$ cat config.mk
export PLATFORM = sky130hd
export DESIGN_NAME = dag_top
export DESIGN_NICKNAME = d
export VERILOG_FILES = /design/src/hdl/dag_pkg.sv /design/src/hdl/dag_ptr_unit.sv /design/src/hdl/dag_top.sv
export VERILOG_INCLUDE_DIRS = /design/src /design/src/hdl
export SDC_FILE = /design/constraint.sdc
export NUM_CORES = 1
export LEC_CHECK = 0
export ABC_AREA = 1
export BUFFER_PORTS_ARGS = -buffer_cell sky130_fd_sc_hd__buf_4
export CORE_MARGIN = 1
export CORE_UTILIZATION = 59
export CTS_BUF_LIST = sky130_fd_sc_hd__clkbuf_8
export DETAILED_ROUTE_END_ITERATION = 10
export PLACE_DENSITY = 0.83
export SYNTH_ARGS = -nofsm -noshare
export SYNTH_HDL_FRONTEND = slang
export SYNTH_HIERARCHICAL = 1
export SYNTH_SLANG_ARGS = --single-unit
$ cat constraint.sdc
create_clock -name clock -period 10.5 [get_ports clock]
set_clock_uncertainty 0.1 [all_clocks]
set_input_delay 1.575 -clock clock [delete_from_list [all_inputs] [get_ports clock]]
set_output_delay 1.575 -clock clock [all_outputs]
set_load 0.02 [all_outputs]
$ cat src/hdl/dag_params.svh
/*
 * constants for data address generation: special function map of the
 * pointer pairs and their operand registers, access bank split, reset values.
 * assumes: 12-bit linear data space, pointer groups stacked downward.
 */
`ifndef DAG_PARAMS_SVH
`define DAG_PARAMS_SVH

// operand register block of pair n sits at DAG_VIRT_TOP0 - n * DAG_PAIR_STRIDE
`define DAG_VIRT_TOP0     12'hFEF
`define DAG_PAIR_STRIDE   12'h008
`define DAG_IND_ONE       12'hFE7
// distance below the block top: plain, post-inc, post-dec, pre-inc, offset, high, low
`define DAG_OFS_PLAIN     12'h000
`define DAG_OFS_LOW       12'h006
`define DAG_PAIR_COUNT    3

`define DAG_ACCESS_SPLIT  8'h80
`define DAG_ACCESS_HI     4'hF
`define DAG_ACCESS_LO     4'h0
`define DAG_EXT_LIMIT     8'h5F

`define DAG_PTR_RESET     12'h000
`define DAG_PTR_STEP      12'h001
`define DAG_HIGH_PAD      4'h0

`endif

$ cat src/hdl/dag_pkg.sv
/*
 * types for data address generation: request, result, pointer control.
 * assumes: dag_params.svh supplies the numbers.
 */
package dag_pkg;

    typedef enum logic [1:0] {DAG_INHERENT, DAG_LITERAL, DAG_DIRECT, DAG_FULL_MOVE} dag_mode_t;

    // order matters: kind = distance below the block top plus one
    typedef enum logic [2:0] {V_NONE, V_PLAIN, V_POST_INCREMENT_OPERAND, V_POST_DECREMENT_OPERAND, V_PRE_INCREMENT_OPERAND, V_OFFSET_BY_WORKING_OPERAND, V_HIGH, V_LOW} dag_kind_t;

    typedef struct packed {
        dag_kind_t   kind;
        logic [1:0]  pair;
    } dag_hit_t;

    typedef struct packed {
        dag_mode_t   mode;
        logic [7:0]  fileAddr;
        logic        accessSel;
        logic        destSel;
        logic [11:0] fullSrc;
        logic [11:0] fullDst;
        logic [19:0] literal;
        logic [7:0]  wrData;
    } dag_req_t;

    typedef struct packed {
        logic        valid;
        logic [11:0] srcAddr;
        logic [11:0] dstAddr;
        logic        memRd;
        logic        memWr;
        logic        readZero;
        logic        toWork;
        logic        ptrHit;
        logic [7:0]  ptrData;
        logic [19:0] progTarget;
        logic [7:0]  literal;
    } dag_res_t;

    typedef struct packed {
        logic        inc;
        logic        dec;
        logic        loadHi;
        logic        loadLo;
        logic [7:0]  data;
    } dag_ptr_ctl_t;

    typedef struct packed {
        logic [11:0] ptr;
    } dag_ptr_state_t;

    typedef struct packed {
        dag_res_t    res;
    } dag_state_t;

endpackage

$ cat src/hdl/dag_ptr_unit.sv
/*
 * one 12-bit pointer pair with low byte and high nibble loads and whole-pair step.
 * assumes: at most one of inc/dec per cycle; a load wins over a step.
 */
`timescale 1ns/100ps
`include "dag_params.svh"

module dag_ptr_unit import dag_pkg::*; (
    input  wire logic          clock,
    input  wire logic          rst,
    input  wire dag_ptr_ctl_t  ctl,
    output      logic [11:0]   ptr
);

    dag_ptr_state_t st_ff;
    dag_ptr_state_t nxt_st;

    always_comb begin
        nxt_st = st_ff;
        if (ctl.loadHi) begin
            nxt_st.ptr[11:8] = ctl.data[3:0];
        end else if (ctl.loadLo) begin
            nxt_st.ptr[7:0] = ctl.data;
        end else if (ctl.inc) begin
            nxt_st.ptr = st_ff.ptr + `DAG_PTR_STEP;
        end else if (ctl.dec) begin
            nxt_st.ptr = st_ff.ptr - `DAG_PTR_STEP;
        end
    end

    always_ff @(posedge clock) begin
        if (rst) begin
            st_ff <= '{ptr: `DAG_PTR_RESET};
        end else begin
            st_ff <= nxt_st;
        end
    end

    assign ptr = st_ff.ptr;
endmodule

$ cat src/hdl/dag_top.sv
/*
 * data address generation: resolves direct, indirect and full-address operands,
 * steps the three pointer pairs, picks the result destination.
 * assumes: one request per cycle from the decoder, wrData already holds the result
 * to be written, memory and other special registers answer the registered outputs.
 */
`timescale 1ns/100ps
`include "dag_params.svh"

module dag_top import dag_pkg::*; (
    input  wire logic        clock,
    input  wire logic        rst,
    input  wire logic        reqValid,
    input  wire dag_req_t    req,
    input  wire logic [3:0]  bankSel,
    input  wire logic [7:0]  workReg,
    input  wire logic        extendedSet,
    output      dag_res_t    res,
    output      logic [11:0] ptrZero,
    output      logic [11:0] ptrOne,
    output      logic [11:0] ptrTwo
);

    dag_state_t    st_ff;
    dag_state_t    nxt_st;
    dag_ptr_ctl_t  ctl [`DAG_PAIR_COUNT];
    logic [11:0]   ptrs [`DAG_PAIR_COUNT];
    logic [3:0]    accessTop;
    logic          indexedLit;
    logic [11:0]   firstAddr;
    dag_hit_t      firstHit;
    logic [11:0]   selPtr;
    logic [11:0]   target;
    dag_hit_t      tgtHit;
    logic          ownLoad;
    logic          physAccess;
    dag_hit_t      physHit;

    function automatic logic isVirt(input dag_kind_t k);
        return k != V_NONE && k != V_HIGH && k != V_LOW;
    endfunction

    function automatic logic isPtrReg(input dag_kind_t k);
        return k == V_HIGH || k == V_LOW;
    endfunction

    // maps an address onto a pair's operand or pointer register, if any
    function automatic dag_hit_t virtHit(input logic [11:0] a);
        dag_hit_t    h;
        logic [11:0] base;
        logic [11:0] off;
        h = '{kind: V_NONE, pair: 2'h0};
        for (int n = 0; n < `DAG_PAIR_COUNT; n++) begin
            base = `DAG_VIRT_TOP0 - 12'(n) * `DAG_PAIR_STRIDE;
            off  = base - a;
            if (off <= `DAG_OFS_LOW) begin
                h.kind = dag_kind_t'(off[2:0] + 3'h1);
                h.pair = 2'(n);
            end
        end
        return h;
    endfunction

    genvar g;
    generate
        for (g = 0; g < `DAG_PAIR_COUNT; g++) begin : gPair
            dag_ptr_unit uPtr (
                .clock (clock),
                .rst   (rst),
                .ctl   (ctl[g]),
                .ptr   (ptrs[g])
            );
        end
    endgenerate

    assign ptrZero = ptrs[0];
    assign ptrOne  = ptrs[1];
    assign ptrTwo  = ptrs[2];

    // first-level operand address
    assign accessTop  = (req.fileAddr >= `DAG_ACCESS_SPLIT) ? `DAG_ACCESS_HI : `DAG_ACCESS_LO;
    assign indexedLit = extendedSet && !req.accessSel && req.fileAddr <= `DAG_EXT_LIMIT;

    always_comb begin
        if (req.accessSel) begin
            firstAddr = {bankSel, req.fileAddr};
        end else if (indexedLit) begin
            firstAddr = ptrs[2] + {4'h0, req.fileAddr};
        end else begin
            firstAddr = {accessTop, req.fileAddr};
        end
    end

    assign firstHit = virtHit(firstAddr);
    assign selPtr   = ptrs[firstHit.pair];

    // second level: bank and access bit play no part here
    always_comb begin
        case (firstHit.kind)
            V_PRE_INCREMENT_OPERAND: target = selPtr + `DAG_PTR_STEP;
            V_OFFSET_BY_WORKING_OPERAND:  target = selPtr + {{4{workReg[7]}}, workReg};
            default:  target = selPtr;
        endcase
    end

    assign tgtHit  = virtHit(target);
    assign ownLoad = req.destSel && isPtrReg(tgtHit.kind) && tgtHit.pair == firstHit.pair;

    always_comb begin
        nxt_st = st_ff;
        for (int i = 0; i < `DAG_PAIR_COUNT; i++) begin
            ctl[i] = '0;
        end
        physAccess            = 1'b0;
        physHit               = firstHit;
        nxt_st.res.valid      = reqValid;
        nxt_st.res.memRd      = 1'b0;
        nxt_st.res.memWr      = 1'b0;
        nxt_st.res.readZero   = 1'b0;
        nxt_st.res.ptrHit     = 1'b0;
        if (reqValid) begin
            case (req.mode)
                DAG_LITERAL: begin
                    nxt_st.res.literal    = req.literal[7:0];
                    nxt_st.res.progTarget = req.literal;
                end
                DAG_FULL_MOVE: begin
                    nxt_st.res.srcAddr = req.fullSrc;
                    nxt_st.res.dstAddr = req.fullDst;
                    nxt_st.res.memRd   = 1'b1;
                    nxt_st.res.memWr   = 1'b1;
                    nxt_st.res.toWork  = 1'b0;
                end
                DAG_DIRECT: begin
                    nxt_st.res.toWork = ~req.destSel;
                    if (isVirt(firstHit.kind)) begin
                        if (isVirt(tgtHit.kind)) begin
                            // no second indirection: reads give zero, writes and steps are dropped
                            nxt_st.res.readZero = 1'b1;
                        end else begin
                            nxt_st.res.srcAddr = target;
                            nxt_st.res.dstAddr = target;
                            nxt_st.res.memRd   = 1'b1;
                            nxt_st.res.memWr   = req.destSel;
                            physAccess         = 1'b1;
                            physHit            = tgtHit;
                            // steps bypass the alu, so no status flag ever moves
                            if (!ownLoad) begin
                                ctl[firstHit.pair].inc = firstHit.kind == V_POST_INCREMENT_OPERAND
                                                      || firstHit.kind == V_PRE_INCREMENT_OPERAND;
                                ctl[firstHit.pair].dec = firstHit.kind == V_POST_DECREMENT_OPERAND;
                            end
                        end
                    end else begin
                        nxt_st.res.srcAddr = firstAddr;
                        nxt_st.res.dstAddr = firstAddr;
                        nxt_st.res.memRd   = 1'b1;
                        nxt_st.res.memWr   = req.destSel;
                        physAccess         = 1'b1;
                    end
                end
                default: begin
                end
            endcase
        end
        // pointer bytes live here; memory side ignores this address
        if (physAccess && isPtrReg(physHit.kind)) begin
            nxt_st.res.ptrHit  = 1'b1;
            nxt_st.res.ptrData = (physHit.kind == V_HIGH) ? {`DAG_HIGH_PAD, ptrs[physHit.pair][11:8]}
                                                         : ptrs[physHit.pair][7:0];
            ctl[physHit.pair].loadHi = req.destSel && physHit.kind == V_HIGH;
            ctl[physHit.pair].loadLo = req.destSel && physHit.kind == V_LOW;
            ctl[physHit.pair].data   = req.wrData;
        end
    end

    always_ff @(posedge clock) begin
        if (rst) begin
            st_ff <= '0;
        end else begin
            st_ff <= nxt_st;
        end
    end

    assign res = st_ff.res;
endmodule

# Word-level counts from Yosys, hierarchy flattened
# Index checks and enable logic that the tools add are counted.
# totals
reg_bits	102
latch_bits	0
mem_bits_rw	0
mem_bits_ro	0
in_bits	80
output_inout_bits	102
elab_cells	183
mem_count	0
# classes
add_sub_neg	21
multipliers	0
div	0
magnitude_cmp	12
n_eq_ne	20
shift	0
muxes	66
n_bitwise	10
reduce_logical	37
# ops
cell	count
$mux 36	6
$mux 12	13
$bwmux 36	4
$demux 12 s2	5
$le 12x3->1 const B	6
$sub 12x12->12 const A	6
$mux 26	2
$pmux 26 s2	1
$mux 5	10
$add 12x1->12 const B	4
$bmux 12 s2	2
$mux 8	5
$and 36x36->36	1
$sub 12x1->12 const B	3
$mux 4	7
$pmux 12 s2	1
$reduce_bool 3->1	8
$add 3x1->3 const B	6
$eq 3x3->1 const B	6
$mux 9	2
$reduce_and 2->1	8
$ne 3x3->1 const B	5
$logic_and 1x1->1	13
$add 12x12->12	1
22 further kinds	41

# Longest topological paths before layout
# logic_depth
word_depth	41
depth_mapped	63
mapped_depth_nobuf	62

# Modules after synthesis
# The synthesis kept the hierarchy.
# modules_own_cells
module	n_inst	cells_per_inst	area_per_inst_um2	seq_area_each_um2
dag_top	1	1043	6150.9	1161.1
dag_ptr_unit	3	185	1142.3	240.2

# Worst setup path before layout
# OpenSTA, ideal clock, no wires.
# synth_path
path_kind	input to register
startpoint	input port req[54] in the netlist's numbering
endpoint	register gPair[1].uPtr.st_ff, in the netlist gPair[1].uPtr/ptr[10]
setup_ns	0.070
arrival_ns	8.908
required_ns	10.330
path_slack_ns	1.422
cell_stages	57
n_path_buf	1
cell_sequence	ha_1 > fa_1 > nand2_1 > nand2_1 > nand3_1 > nand2_1 > nand2_1 > nand3_1 > nand2_1 > inv_2 > ha_1 > nand2_1 > nand3b_1 > nand2_1 > inv_1 > nor2_1 > nand3_1 > nor2_1 > (+21 left out) > nor2_1 > nand2_2 > nor2_1 > xor2_1 > a31oi_1 > nand3_1 > nor3_1 > inv_1 > ha_1 > nand2_1 > inv_1 > nand2_1 > nand2_1 > nand2_1 > nand3_1 > nand2_1 > nand3_1 > a21oi_1
# synth_lines
element	line	text
start: declaration	dag_top.sv:14	input wire dag_req_t req,
end signal: assignment	dag_ptr_unit.sv:33	st_ff <= '{ptr: `DAG_PTR_RESET};
end signal: assignment	dag_ptr_unit.sv:35	st_ff <= nxt_st;
end: declaration	dag_ptr_unit.sv:15	dag_ptr_state_t st_ff;

==> results.ini <==
[run_status]
outcome = completed

[min_path]
min-delay-start = res[32]
min_path_cells = 2
hold_class = flip-flop to flip-flop
holdPathEnd = res[32]

[global_route]
grt.overflow.total = 0
antenna_found_initial = 0
grt_max_degree = 46
grt_pass1_wl_mm = 47.7
grt_use_total_pct = 36.0
grt_pass1_vias = 9911

[sta]
setup_viol = 0
relSlewSlack_pct = 56.3
maxSlewViolCount = 0
max_freq_mhz = 103
finalHoldViolCount = 0
period_share_pct = 92.6
period_minus_slack_ns = 9.72
tightest_slew_ns = 0.655

[logic_synthesis]
yosysTopAreaCell = dfxtp_1
ys_async_sr_fraction_pct = 0
ys.warnings.count = 6
syn_nets = 1754
synth_cell_types = 47
ys_seq_area_share_pct = 19.6
synth_area_per_cell_sq_um = 5.99
ys_top_cells_by_area = dfxtp_1, nand2_1, ha_1, inv_1, a21oi_1
netlist_area_sq_um = 9580
ys.flop_type = dfxtp_1
synth-seq-cells = 94
synth-edff-count = 0
synth_cells = 1598
yosysTopAreaCellShare_pct = 19.6

[placement]
dp.cells = 1963
dp_hpwl_mm = 24.4
portBuffers = 181
place_congestion = 1.03

[detailed_routing]
vias = 11100
ant_nets = 0
drc = 0
first_iter_violations = 1085
wl_per_cell_microns = 15.6
drt-vias-per-instance = 5.59
dr.pass1.iters = 6
totalWireLength_mm = 31.1

[setup_path]
reg2reg_setup_slack_ns = 1.54
critPathArrivalTime_ns = 9.87
cp_slowest_cell = fa_1
cp.required_ns = 10.65
r2r_start = gPair[2].uPtr/ptr[0]
reg2regPathDepth = 59
cp-start-kind = primary input
r2r-end = gPair[1].uPtr/ptr[10]
critPathMaxStageDelay_ns = 0.45
critPathMaxFanout = 13
path_class = primary input to flip-flop
end_kind = flip-flop

[clocking]
cts_num_sinks = 94
cts_root_buffer = clkbuf_8
cts_tree = done
cts_buffers = 9
clk_pin_slew_ns = 0.09
clk_path_buf_depth = 2
cts_max_level = 3
worstSkewPairLatency_ns = 0.37

[layout]
stdcell_count = 1987
insertedDiodeCount = 0
nNetsFinal = 1923
syn2layout_area_growth_pct = 19.0
layout-drive-gt1-share_pct = 19.3
final_util_pct = 71.8

[flow_run]
max-cap-violations = 0

[pwr]
peakVddDrop_uv = 62.6
total_power_mw = 0.794
leakage_nw = 5.97
p_per_area_nw_per_um2 = 69.7

[die]
core_area_sq_um = 15900
die-width_microns = 129
die_area_sq_um = 16700
die_height_microns = 129
start_util_pct = 60.3
rows = 46
ios = 182

==> logic make-up (layout without fill, tap and decap cells) <==
kind of cell | after synthesis | after routing | synth area share (%)
adder cells (fa/ha/maj) | 76 | 76 | 10.3
buffers and inverters | 295 | 468 | 12.7
AND/OR/NAND/NOR | 829 | 829 | 39.3
XOR/XNOR | 25 | 25 | 2.29
AO/OA/AOI/OAI | 279 | 279 | 15.8
flip-flops | 94 | 94 | 19.6
==> stage by stage <==
| stage | TNS, ns | setup WS [ns] | hold WS [ns] | area [sq um] |
|---|---|---|---|---|
| 6_report | 0 | 0.776 | 0.369 | 11400 |
| 5_1_grt | -0.0116 | -0.00813 | 0.390 | 11400 |
| 4_1_cts | 0 | 0.640 | 0.369 | 11300 |
| 3_5_place_dp | 0 | 0.290 | 0.356 | 11000 |
| 3_3_place_gp | 0 | 0.537 | 0.359 | 11000 |
| 2_1_floorplan | 0 | 1.42 | 0.442 | 9580 |
==> synth_stat cells (12+ instances only) <==
library cell and n:
nand3_2 13, nor3_1 21, o21ai_0 84, nand2_2 31
nand3b_1 12, xor2_1 21, nor2_1 171, o21ai_1 12
clkbuf_1 15, inv_1 221, nand3_1 121, dfxtp_1 94
nor2_2 14, nand2_1 391, ha_1 71, buf_2 12
inv_2 24, nand4_1 26, a22oi_1 12, a21oi_1 139
==> cell usage in the layout (no fill, tap or decap), types with 7 or more instances in the layout <==
cell        n
inv_2      24
nand3_1   120
ha_1       66
o21ai_1    12
dfxtp_1    94
nor2_2     16
o22ai_1    11
nand2_2    30
a21oi_1   137
nand3_2    13
nand3b_1   12
a22oi_1    12
buf_4     201
xor2_1     21
o21ai_0    83
nor2_1    169
nor3_1     21
clkbuf_8    9
nand2_4     7
nand4_1    26
nand2_1   391
inv_1     219
==> how the worst max path moves through the flow <==
stage / startpoint / end / slack, ns / cells after the start
final: req[54] / gPair[1].uPtr/ptr[10] / 0.78 / 59
after global placement: req[54] / gPair[2].uPtr/ptr[4] / 0.54 / 56
after global routing: req[54] / gPair[1].uPtr/ptr[9] / -0.008 / 59
after floorplan: req[54] / gPair[1].uPtr/ptr[10] / 1.42 / 57
after detailed placement: req[54] / gPair[0].uPtr/ptr[8] / 0.29 / 58
after CTS: req[54] / gPair[0].uPtr/ptr[10] / 0.64 / 58
==> per-layer routing <==
metal | vias up | track usage [%] | share of wire [%]
li1 | 5490 | - | -
met3 | 84 | 5.24 | 7.4
met4 | 0 | 12.0 | 3.0
met2 | 465 | 60.8 | 47
met1 | 5061 | 47.1 | 43
met5 | - | 0 | 0
==> worst max-delay path: cells and delay by family <==
family,cells,cell delay [ns]
compound gates,5,0.89
xor+xnor,1,0.16
fa+ha+maj,7,2.14
buf+inv,11,1.22
simple gates,35,3.84
==> cell type report <==
cell class	instances	area, sq um
inverters	250	948
flip-flops and latches	94	1880
repair buffers	202	1520
well taps	216	270
multi-input cells	1209	6560
clock buffers	9	124
repair inverters	1	7.51
clock inverters	6	95.1
fillers	1480	4490
==> power breakdown <==
part	total [mW]	leakage [nW]	switching, mW	internal [mW]
sequential	0.372	0.764	0.00564	0.367
clock	0.273	0.104	0.138	0.135
combinational	0.149	5.10	0.0912	0.0577
==> sequential cells by signal (all words and copies together) (netlist names) <==
| signal | cells |
|---|---|
| res | 58 |
| gPair.uPtr/ptr | 36 |
==> repair_timing <==
item / CTS / global route
hold buffers: 0 / 0
buffers inserted: 0 / 8
endpoints found under the setup margin: 0 / 32
gates resized for setup: 0 / 18
hold endpoints to repair: 0 / 0
Note: power is estimated with default switching activity, not from simulation.
